===== config.mk =====
export PLATFORM = sky130hd
export DESIGN_NAME = pfp_frame_programmer
export DESIGN_NICKNAME = d
export VERILOG_FILES = /design/src/rtl/pfp_pkg.sv /design/src/rtl/pfp_frame_programmer.sv
export SDC_FILE = /design/constraint.sdc
export NUM_CORES = 1
export LEC_CHECK = 0
export BUFFER_PORTS_ARGS = -buffer_cell sky130_fd_sc_hd__buf_2
export CAP_MARGIN = 30
export CORE_MARGIN = 2
export CORE_UTILIZATION = 40
export CTS_BUF_LIST = sky130_fd_sc_hd__clkbuf_2 sky130_fd_sc_hd__clkbuf_4 sky130_fd_sc_hd__clkbuf_8
export CTS_CLUSTER_SIZE = 8
export DETAILED_ROUTE_END_ITERATION = 8
export GPL_ROUTABILITY_DRIVEN = 0
export PLACE_DENSITY_LB_ADDON = 0.05
export SLEW_MARGIN = 20
export SYNTH_ARGS = -nofsm -noshare
export SYNTH_HDL_FRONTEND = slang
export SYNTH_SLANG_ARGS = --single-unit

===== constraint.sdc =====
create_clock -name CLOCK_I -period 5.1 [get_ports CLOCK_I]
set_input_delay 0.51 -clock CLOCK_I [delete_from_list [all_inputs] [get_ports CLOCK_I]]
set_output_delay 0.51 -clock CLOCK_I [all_outputs]
set_load 0.02 [all_outputs]

===== src/rtl/pfp_pkg.sv =====
// pfp_pkg: constants for the telemetry frame programmer.
// assumes a 50 MHz system clock and one AXI4-Lite master.
package pfp_pkg;
	localparam int SYS_CLK_HZ = 50_000_000;
	localparam int BASE_CLK_HZ = 512_000;
	localparam int BIT_RATE_BPS = 64_000;
	// base ticks per output bit, derived from the two rates
	localparam int PRESCALE = BASE_CLK_HZ / BIT_RATE_BPS;
	localparam int BITS_PER_WORD = 8;
	localparam int WORDS_PER_SUB = 160;
	localparam int SUBS_PER_FRAME = 50;
	localparam int SUBCOM_SLOW = 5;
	localparam int MIN_DIVIDE = 40;
	localparam logic [7:0] A_SLOT_FIRST = 8'h11;
	localparam logic [7:0] A_SLOT_SPACING = 8'h28;
	localparam logic [7:0] FRAME_ID_SLOT = 8'h20;
	localparam logic [7:0] FORMAT_SLOT = 8'h79;
	localparam logic [7:0] TEST_SLOT_0 = 8'h08;
	localparam logic [7:0] TEST_SLOT_1 = 8'h50;
	localparam logic [7:0] TEST_SLOT_2 = 8'h58;
	localparam logic [7:0] TEST_SLOT_3 = 8'h60;
	localparam logic [1:0] DIG_SLOT_PHASE = 2'h3;
	localparam logic [7:0] MIN_MODE_ID_IDX = 8'h03;
	localparam logic [7:0] MIN_TEST_FIRST = 8'h04;
	localparam logic [7:0] MIN_TEST_LAST = 8'h17;
	localparam logic [7:0] MIN_SPARE_IDX = 8'hc7;
	localparam logic [23:0] SYNC_PATTERN = 24'hf1a46e;
	localparam logic [7:0] FMT_NORMAL_CODE = 8'h3c;
	localparam logic [7:0] FMT_MIN_CODE = 8'hc3;
	localparam logic [7:0] MODE_ID_CODE = 8'ha5;
	localparam logic [7:0] TEST_CODE = 8'h5a;
	localparam logic [3:0] CTRL_OFFSET = 4'h0;
	localparam logic [3:0] STATUS_OFFSET = 4'h4;
	localparam int CTRL_MIN_BIT = 0;
	localparam int CTRL_INT_BIT = 1;
	localparam logic [1:0] CTRL_RESET = 2'h0;
	localparam int STAT_MODE_BIT = 0;
	localparam int STAT_PEND_BIT = 1;
	localparam int STAT_WORD_LSB = 8;
	localparam int STAT_SUB_LSB = 16;
	localparam logic [1:0] RESP_OKAY = 2'h0;
	localparam logic [1:0] RESP_SLVERR = 2'h2;
	typedef enum logic {PFP_NORMAL, PFP_MINIMUM} pfp_mode_type;
endpackage


===== src/rtl/pfp_frame_programmer.sv =====
// pfp_frame_programmer: timing chain, word multiplexer, output register,
// format control monitor and an AXI4-Lite register slave.
// assumes the converter and digital multiplexer answer on the system clock.
`timescale 1ns/1ps
////////////////////////////////////////////////////////////////////////////////
// Operation
// - serial output 64 kbit/s, 8-bit words, 160 words, 50 sub-frames per second
// - 500 sps channels ten times, 100 sps twice per sub-frame, evenly spaced
// - 50 sps every sub-frame, 10 sps every fifth, 1 sps once per frame
// - sub-frame holds 149 data, 3 sync, 1 sub-frame id, 7 spare words
// - converted 8-bit analog word loads output register, shifted at bit rate
// - digital slots load the digital multiplexer word instead
// - sync, test and id words pass through the digital multiplexer path
// - slow rate only slows output register; conversion keeps normal pace
// - slow sub-commutated group sits at words 18, 58, 98, 138
// - minimum mode sends only those four words at 1/40 speed, 1.6 kbit/s
// - minimum frame: 3 sync, mode id, twenty test words, 199 of 200 used
// - sync triple once per 200-word frame slow, once per sub-frame normal
// - 512 kHz base from internal oscillator or external pin, down to 1/s
// - external clock and 1/s reset normally; internal clock ignores reset
// - countdown in four sections; decoded states drive commutation and output
// - format request comes from ground command register or manual pin
// - one of two format control codes is inserted in the stream; the code inserts it in normal format only, not in the minimum frame
// - monitor at output register detects code; rate changes next frame
// - format selector gates loads and shifts of the output register
// - format switch only at end of a full sub-commutation cycle
// - serial data is NRZ
// - sync words carry a 23-of-24-bit pseudo-random pattern
// - alternate sub-frames use the complemented sync pattern
module pfp_frame_programmer
	import pfp_pkg::*;
#(
	parameter int ADDR_W = 4
)
(
	input wire logic CLOCK_I,
	input wire logic RST_I,
	input wire logic EXT_CLK_I,
	input wire logic EXT_PPS_I,
	input wire logic MANUAL_MIN_I,
	input wire logic [7:0] ADC_DATA_I,
	input wire logic [7:0] DIG_DATA_I,
	output logic SER_DATA_O,
	output logic CONV_START_O,
	output logic [7:0] SLOT_WORD_O,
	output logic [5:0] SLOT_SUB_O,
	output logic DIG_SEL_O,
	output logic MIN_MODE_O,
	input wire logic [ADDR_W-1:0] S_AXI_AWADDR,
	input wire logic S_AXI_AWVALID,
	output logic S_AXI_AWREADY,
	input wire logic [31:0] S_AXI_WDATA,
	input wire logic [3:0] S_AXI_WSTRB,
	input wire logic S_AXI_WVALID,
	output logic S_AXI_WREADY,
	output logic [1:0] S_AXI_BRESP,
	output logic S_AXI_BVALID,
	input wire logic S_AXI_BREADY,
	input wire logic [ADDR_W-1:0] S_AXI_ARADDR,
	input wire logic S_AXI_ARVALID,
	output logic S_AXI_ARREADY,
	output logic [31:0] S_AXI_RDATA,
	output logic [1:0] S_AXI_RRESP,
	output logic S_AXI_RVALID,
	input wire logic S_AXI_RREADY
);
	// the register decode compares against 4-bit offsets
	if (ADDR_W < 3 || ADDR_W > 4)
		$error("ADDR_W must be 3 or 4");

	////////////////////////////////////////////////////////////////////////////
	// pin synchronisers
	logic [2:0] ext_clk_q;
	logic [2:0] pps_q;
	logic [1:0] man_q;
	logic [1:0] ctrl_q;
	always_ff @(posedge CLOCK_I)
	begin
		if (RST_I)
		begin
			ext_clk_q <= 3'h0;
			pps_q <= 3'h0;
			man_q <= 2'h0;
		end
		else
		begin
			ext_clk_q <= {ext_clk_q[1:0], EXT_CLK_I};
			pps_q <= {pps_q[1:0], EXT_PPS_I};
			man_q <= {man_q[0], MANUAL_MIN_I};
		end
	end

	////////////////////////////////////////////////////////////////////////////
	// base clock: internal oscillator as a phase accumulator, or external pin
	localparam logic [25:0] ACC_STEP = 26'(BASE_CLK_HZ);
	localparam logic [25:0] ACC_WRAP = 26'(SYS_CLK_HZ);
	logic [25:0] acc_q;
	wire [25:0] acc_sum = acc_q + ACC_STEP;
	wire int_tick = acc_sum >= ACC_WRAP;
	wire use_int = ctrl_q[CTRL_INT_BIT];
	wire ext_tick = ext_clk_q[1] & ~ext_clk_q[2];
	wire base_tick = use_int ? int_tick : ext_tick;
	// the 1/s reset is meaningless against the free internal clock
	wire pps_reset = ~use_int & pps_q[1] & ~pps_q[2];
	always_ff @(posedge CLOCK_I)
	begin
		if (RST_I)
			acc_q <= 26'h0;
		else
			acc_q <= int_tick ? acc_sum - ACC_WRAP : acc_sum;
	end

	////////////////////////////////////////////////////////////////////////////
	// four-section countdown: prescale, bit, word, sub-frame
	logic [2:0] pre_q;
	logic [2:0] bit_q;
	logic [7:0] word_q;
	logic [5:0] sub_q;
	wire bit_tick = base_tick && pre_q == 3'(PRESCALE - 1);
	wire word_end = bit_tick && bit_q == 3'(BITS_PER_WORD - 1);
	wire sub_end = word_end && word_q == 8'(WORDS_PER_SUB - 1);
	wire frame_end = sub_end && sub_q == 6'(SUBS_PER_FRAME - 1);
	always_ff @(posedge CLOCK_I)
	begin
		if (RST_I || pps_reset)
		begin
			pre_q <= 3'h0;
			bit_q <= 3'h0;
			word_q <= 8'h0;
			sub_q <= 6'h0;
		end
		else if (base_tick)
		begin
			pre_q <= bit_tick ? 3'h0 : pre_q + 3'h1;
			if (bit_tick)
				bit_q <= bit_q + 3'h1;
			if (word_end)
				word_q <= sub_end ? 8'h0 : word_q + 8'h1;
			if (sub_end)
				sub_q <= frame_end ? 6'h0 : sub_q + 6'h1;
		end
	end

	////////////////////////////////////////////////////////////////////////////
	// slot decode for the word now being commutated and converted
	wire [7:0] a_rel = word_q - A_SLOT_FIRST;
	wire is_a_slot = word_q >= A_SLOT_FIRST && a_rel % A_SLOT_SPACING == 8'h0;
	wire [7:0] min_idx = 8'({sub_q, 2'h0} + 8'(a_rel / A_SLOT_SPACING));
	wire is_sync = word_q < 8'h3;
	wire is_dig = word_q[1:0] == DIG_SLOT_PHASE;
	wire is_test = word_q == TEST_SLOT_0 || word_q == TEST_SLOT_1 ||
		word_q == TEST_SLOT_2 || word_q == TEST_SLOT_3;
	wire fmt_req = ctrl_q[CTRL_MIN_BIT] | man_q[1];
	wire [7:0] fmt_code = fmt_req ? FMT_MIN_CODE : FMT_NORMAL_CODE;
	wire [23:0] sync_word = sub_q[0] ? ~SYNC_PATTERN : SYNC_PATTERN;
	wire [7:0] sync_byte = sync_word[8'(23) - {word_q[1:0], 3'h0} -: 8];
	wire [7:0] min_sync = SYNC_PATTERN[8'(23) - {min_idx[1:0], 3'h0} -: 8];
	wire min_test = min_idx >= MIN_TEST_FIRST && min_idx <= MIN_TEST_LAST;
	logic [7:0] slot_data;
	// internal words share the digital path; analog words come from the converter
	always_comb
	begin
		slot_data = ADC_DATA_I;
		if (is_sync)
			slot_data = sync_byte;
		else if (word_q == FRAME_ID_SLOT)
			slot_data = {2'h0, sub_q};
		else if (word_q == FORMAT_SLOT)
			slot_data = fmt_code;
		else if (is_test)
			slot_data = TEST_CODE;
		else if (is_dig)
			slot_data = DIG_DATA_I;
	end
	logic [7:0] min_data;
	// minimum frame fills the spare A-slot spaces with its own header and tests
	always_comb
	begin
		min_data = slot_data;
		if (min_idx < 8'h3)
			min_data = min_sync;
		else if (min_idx == MIN_MODE_ID_IDX)
			min_data = MODE_ID_CODE;
		else if (min_test)
			min_data = TEST_CODE ^ min_idx;
		else if (min_idx == MIN_SPARE_IDX)
			min_data = 8'h0;
	end

	////////////////////////////////////////////////////////////////////////////
	// format monitor and selector
	pfp_mode_type mode_q;
	pfp_mode_type pend_q;
	wire mode_min = mode_q == PFP_MINIMUM;
	// the new mode governs the first word of a new frame, which loads here
	wire frame_load = word_end && word_q == 8'h0 && sub_q == 6'h0;
	wire eff_min = frame_load ? pend_q == PFP_MINIMUM : mode_min;
	wire [7:0] load_data = eff_min ? min_data : slot_data;
	wire load_en = word_end && (!eff_min || is_a_slot);
	logic [5:0] min_div_q;
	wire min_step = bit_tick && min_div_q == 6'(MIN_DIVIDE - 1);
	wire shift_en = !load_en && (mode_min ? min_step : bit_tick);
	always_ff @(posedge CLOCK_I)
	begin
		if (RST_I)
		begin
			mode_q <= PFP_NORMAL;
			pend_q <= PFP_NORMAL;
		end
		else
		begin
			if (word_end && word_q == FORMAT_SLOT)
				pend_q <= slot_data == FMT_MIN_CODE ? PFP_MINIMUM : PFP_NORMAL;
			if (frame_load)
				mode_q <= pend_q;
		end
	end

	////////////////////////////////////////////////////////////////////////////
	// output register, MSB first as NRZ-L
	logic [7:0] shift_q;
	always_ff @(posedge CLOCK_I)
	begin
		if (RST_I)
		begin
			shift_q <= 8'h0;
			min_div_q <= 6'h0;
		end
		else
		begin
			if (load_en)
				shift_q <= load_data;
			else if (shift_en)
				shift_q <= {shift_q[6:0], 1'b0};
			if (load_en || min_step)
				min_div_q <= 6'h0;
			else if (bit_tick)
				min_div_q <= min_div_q + 6'h1;
		end
	end
	assign SER_DATA_O = shift_q[7];

	always_ff @(posedge CLOCK_I)
	begin
		if (RST_I)
		begin
			CONV_START_O <= 1'b0;
			SLOT_WORD_O <= 8'h0;
			SLOT_SUB_O <= 6'h0;
			DIG_SEL_O <= 1'b0;
			MIN_MODE_O <= 1'b0;
		end
		else
		begin
			// conversion pace is the same in both formats
			CONV_START_O <= bit_tick && bit_q == 3'h0;
			SLOT_WORD_O <= word_q;
			SLOT_SUB_O <= sub_q;
			DIG_SEL_O <= is_dig;
			MIN_MODE_O <= mode_min;
		end
	end

	////////////////////////////////////////////////////////////////////////////
	// AXI4-Lite slave: address and data taken in either order
	logic aw_have_q;
	logic w_have_q;
	logic [ADDR_W-1:0] awaddr_q;
	logic [31:0] wdata_q;
	logic wstrb0_q;
	wire aw_take = S_AXI_AWVALID && S_AXI_AWREADY;
	wire w_take = S_AXI_WVALID && S_AXI_WREADY;
	wire wr_go = aw_have_q && w_have_q && !S_AXI_BVALID;
	wire wr_ctrl = awaddr_q[ADDR_W-1:2] == CTRL_OFFSET[ADDR_W-1:2];
	wire wr_stat = awaddr_q[ADDR_W-1:2] == STATUS_OFFSET[ADDR_W-1:2];
	wire ar_take = S_AXI_ARVALID && S_AXI_ARREADY;
	wire rd_ctrl = S_AXI_ARADDR[ADDR_W-1:2] == CTRL_OFFSET[ADDR_W-1:2];
	wire rd_stat = S_AXI_ARADDR[ADDR_W-1:2] == STATUS_OFFSET[ADDR_W-1:2];
	wire [31:0] stat_word = (32'(mode_min) << STAT_MODE_BIT) |
		(32'(pend_q == PFP_MINIMUM) << STAT_PEND_BIT) |
		(32'(word_q) << STAT_WORD_LSB) | (32'(sub_q) << STAT_SUB_LSB);
	wire [31:0] rd_word = rd_ctrl ? {30'h0, ctrl_q} : (rd_stat ? stat_word : 32'h0);
	always_ff @(posedge CLOCK_I)
	begin
		if (RST_I)
		begin
			aw_have_q <= 1'b0;
			w_have_q <= 1'b0;
			awaddr_q <= '0;
			wdata_q <= 32'h0;
			wstrb0_q <= 1'b0;
			ctrl_q <= CTRL_RESET;
			S_AXI_AWREADY <= 1'b0;
			S_AXI_WREADY <= 1'b0;
			S_AXI_BVALID <= 1'b0;
			S_AXI_BRESP <= RESP_OKAY;
		end
		else
		begin
			// ready mirrors the next holding state, so it stays a register
			S_AXI_AWREADY <= wr_go || !(aw_have_q || aw_take);
			S_AXI_WREADY <= wr_go || !(w_have_q || w_take);
			if (aw_take)
			begin
				aw_have_q <= 1'b1;
				awaddr_q <= S_AXI_AWADDR;
			end
			if (w_take)
			begin
				w_have_q <= 1'b1;
				wdata_q <= S_AXI_WDATA;
				wstrb0_q <= S_AXI_WSTRB[0];
			end
			if (wr_go)
			begin
				aw_have_q <= 1'b0;
				w_have_q <= 1'b0;
				S_AXI_BVALID <= 1'b1;
				S_AXI_BRESP <= (wr_ctrl || wr_stat) ? RESP_OKAY : RESP_SLVERR;
				if (wr_ctrl && wstrb0_q)
					ctrl_q <= wdata_q[1:0];
			end
			else if (S_AXI_BREADY)
				S_AXI_BVALID <= 1'b0;
		end
	end
	always_ff @(posedge CLOCK_I)
	begin
		if (RST_I)
		begin
			S_AXI_RVALID <= 1'b0;
			S_AXI_RDATA <= 32'h0;
			S_AXI_RRESP <= RESP_OKAY;
			S_AXI_ARREADY <= 1'b0;
		end
		else
		begin
			S_AXI_ARREADY <= !S_AXI_RVALID && !ar_take && !S_AXI_ARREADY;
			if (ar_take)
			begin
				S_AXI_RVALID <= 1'b1;
				S_AXI_RDATA <= rd_word;
				S_AXI_RRESP <= (rd_ctrl || rd_stat) ? RESP_OKAY : RESP_SLVERR;
			end
			else if (S_AXI_RREADY)
				S_AXI_RVALID <= 1'b0;
		end
	end
endmodule


# Word level (Yosys, flattened, before mapping)
# Index checks and enable logic that the tools add are counted.
# op_classes
addsub	11
mul	0
div_mod_pow	2
order_cmp	6
eq_ne	17
shift	2
n_mux	30
bitwise_logic	11
n_reduce_logical	56
# ops
op	n
$mux W8	14
$mux W22	2
$eq A8 B7 Y1 const B	4
$shiftx A31 B9 Y8	1
$shiftx A31 B9 Y8 const A	1
$add A26 B19 Y26 const B	1
$ge A26 B26 Y1 const B	1
$mux W26	1
$sub A26 B26 Y26 const B	1
$eq A8 B8 Y1 const B	3
$mux W24	1
$or A16 B22 Y22	1
$logic_and A1 B1 Y1	21
$logic_not A8 Y1	2
$lt A8 B2 Y1 const B	2
$or A2 B16 Y16	1
$add A6 B1 Y6 const B	2
$eq A6 B6 Y1 const B	2
$logic_or A1 B1 Y1	12
$sub A5 B5 Y6 const A	2
$add A8 B1 Y8 const B	1
$add A8 B8 Y8	1
$div A8 B6 Y8 const B	1
$eq A8 B2 Y1 const B	1
other kinds (27)	56
# word_totals
regBits	139
latch_bits	0
ramBits	0
rom_bits	0
output_inout_bits	59
word_cells	166
mem_count	0

# Logic depth before layout (Yosys ltp)
# depth
depth_word	15
ltp_mapped	21
depth_no_buf	18

# Worst setup path before layout
# No wires, ideal clock.
# synth_timing
path_kind	flip-flop to flip-flop
startpoint	register word_q[0]
endpoint	register shift_q[4]
arrival_time_ns	3.688
required_ns	4.980
path_slack_ns	1.292
stages_incl_launch_ff	20
path_cell_list	dfxtp_1 > buf_2 > inv_1 > ha_1 > buf_2 > or3b_2 > buf_2 > o21ai_0 > o21ai_0 > nand2_1 > o21ai_0 > ha_1 > ha_1 > nor4_1 > a41oi_1 > nor3_1 > clkbuf_1 > nor2_1 > o21a_1 > o31a_1
# synth_via
elab_chain_cells	14
# synth_rtl
item	line_no	source
from (decl)	pfp_frame_programmer.sv:117	logic [7:0] word_q;
from (signal assigned)	pfp_frame_programmer.sv:138	word_q <= sub_end ? 8'h0 : word_q + 8'h1;
branches (longest 14 deep; another with $sub A8 B5 Y8)	--	
to (signal assigned)	pfp_frame_programmer.sv:232	shift_q <= load_data;
to (signal assigned)	pfp_frame_programmer.sv:234	shift_q <= {shift_q[6:0], 1'b0};
to (decl)	pfp_frame_programmer.sv:221	logic [7:0] shift_q;
# Parallel ways; which one is timed is not known.
# A chain may end at the register's enable or synchronous reset.

# Worst setup path after layout
# layout_timing
startpoint	register word_q[1]
endpoint	register shift_q[3]
# The elaborated chain is that of the path after synthesis.

==> out/results.ini <==
[outcome]
status=complete, no violations

[setup_path]
worstPathMaxFanout=11
end_kind=flop
crit_type=reg2reg
start_kind=flop
required_ns=5.40
cp.arrival_ns=4.82

[clocking]
htree_levels=3
cts_resized=0
clock-sinks=112
clockBufferDepth=2
cts_buffers=9
cts_hold_buffers=0
clock_latency_ns=0.40
path_clk_slew_ns=0.11
cts_tree=built
postCtsSetupRepairBufs=0
cts_root_buf=clkbuf_8

[timing]
fin_skew_ns=0.01358
fin_crit_sh_pct=88.64
rsz0062_at_grt=false
setup_viol=0
relSlewSlack_pct=44.32
drv_slew=0
period_needed_ns=4.521
worst-slew-pin-transition_ns=0.8352
fmax_mhz=221.2
setup_ws_ns=0.5792
hold_viol_final=0
fin_tns_setup_ns=0

[yosys]
synth_compound_area_share_pct=19.06
synthTopCellsByCount=dfxtp_1 (112), nor2_1 (89), nand2_1 (64), a21oi_1 (51), o21ai_0 (29)
yosys_register_bits=112
synth_mux_area_share_pct=4.622
synth_top_family_by_area=simple AND/OR/NAND/NOR gates
seq_area_frac_synth_pct=34.51
synthesis.instances=778
synth_cell_types=87
yosys.area.top_type=dfxtp_1
synth_top_area_share_pct=34.51
synth_area_leaders=dfxtp_1 (35%), nor2_1 (5.1%), ha_1 (4.2%)
syn_avg_cell_area_um2=8.352
synth-edff-count=0
synth_xor_area_share_pct=6.470
synthAdderAreaFrac_pct=4.236
syn_area_um2=6497
yosysMostFrequentCell=dfxtp_1
yosysWarningCount=0
synth_ff_type=dfxtp_1
synth-simple-area-share_pct=24.51
async_flop_share_pct=0

[global_routing]
grt_first_pass_wirelength_mm=26.61
antenna_found_initial=0
grt_usage_pct=18.78
grt_max_degree=47
grt_pass1_vias=5195
overflow=0

[floorplan]
rows=46
die_x_um=131.5
start_util_pct=40.90
die_area_um2=17280
die_h_um=131.5
pin_count=129
core_area_um2=15890

[placed_design]
dp_slack_ns=0.6457
dp_hpwl_mm=11.55
dp_cells=1023
port_buffers=73

[final_layout]
drive_above_1_share_pct=16.40
nets=910
final_util_pct=44.82
syn2layout_area_growth_pct=9.571
fillerInstances=1601
fin_cells=1039
diodes=0

[routing]
antenna_left=0
drc_errors=0
post_drt_wl_per_cell_um=15.51
vias_per_cell=5.332
vias=5540
wirelength_mm=16.11
dr.pass1.iters=5
drt-initial-drc-count=366

[min_path]
hp-class=in2reg

[power]
vdd_drop_max_mv=0.1668
p_leak_uw=0.002905
powerDensity_nw_per_um2=250.7

[flow_run]
drv_cap=0

-- registers in the layout (all words and copies together) (netlist names), 2 cells and up --
signal       count
acc_q           19
S_AXI_RDATA     16
SLOT_WORD_O      8
shift_q          8
word_q           8
SLOT_SUB_O       6
min_div_q        6
sub_q            6
bit_q            3
ext_clk_q        3
pps_q            3
pre_q            3
awaddr_q         2
ctrl_q           2
man_q            2
wdata_q          2
-- cell usage in the layout, fill, tap and decap left out, types with 6 or more instances in the layout --
cell type  instances
nand2b_1          12
a211oi_1           9
nor2b_1           27
nand4_1            8
mux2_2             6
xor2_1            20
a21oi_1           51
and3_1            12
nand2_1           64
buf_4              9
o21ai_0           29
clkbuf_8          11
dfxtp_1          112
buf_2             73
mux2i_1           21
nor3_1            15
nor2_1            89
nand3_1           24
conb_1            18
xnor2_1           28
nor4_1             6
inv_1             16
ha_1              22
a22o_1            14
a31oi_1           10
-- routing by layer --
metal / up-vias / routed length, um / GRT usage, %
met5: - / 0 / 0
met4: 0 / 378 / 8.031
met3: 22 / 763 / 3.048
met2: 151 / 7401 / 30.19
met1: 2574 / 7571 / 24.94
li1: 2793 / - / -
-- worst max-delay path, stage by stage, from the launching register on --
cell and delay, ns:
dfxtp_1 0.45, inv_1 0.15, ha_1 0.36, or3b_2 0.60, o21ai_0 0.18, o21ai_0 0.10, nand2_1 0.09, o21ai_0 0.17
ha_1 0.30, ha_1 0.27, nand3_1 0.19, nor4b_1 0.08, a211oi_1 0.33, a211oi_1 0.10, o21ai_0 0.24, nand2b_1 0.17
nor2_1 0.25, o21ai_0 0.14, a221oi_1 0.25
-- power breakdown --
group          internal [uW]  switching (uW)  total [uW]
Clock                    258             327         585
Sequential               905            48.8         954
Combinational            103             143         246
Total                   1270             519        1780
-- logic make-up after synthesis --
group           after synthesis
compound gates              177
xor+xnor                     48
fa+ha+maj                    22
buf+inv                      86
flops                       112
mux                          28
other cells                   1
simple gates                304
-- final cells by class --
type	count	area [um^2]	share of cell area (%)
tap	216	270.3	3.796
timing repair buffer	82	432.9	6.081
sequential	112	2242	31.49
clock buffer	11	151.4	2.127
clock inverter	5	61.31	0.8612
inverter	16	60.06	0.8436
multi-input combinational	597	3901	54.80
-- worst paths after layout --
kind	startpoint	end	slack, ns	depth (start not counted)
worst max register to register	word_q[1]	shift_q[3]	0.58	18
worst max-delay path	word_q[1]	shift_q[3]	0.58	18
worst min-delay path	EXT_CLK_I	ext_clk_q[0]	0.33	2
worst min register to register	pps_q[0]	pps_q[1]	0.45	1
-- per-stage QoR --
stage               hold WS (ns)  total power (uW)  area [um^2]
finish                    0.3288              1785         7119
global placement          0.4281              1215         6907
detailed placement        0.4313              1218         6907
CTS                       0.3199              1804         7119
floorplan                 0.4138              1173         6561
global route              0.3242              1874         7119
No activity file was read; power rests on OpenSTA's default activity.
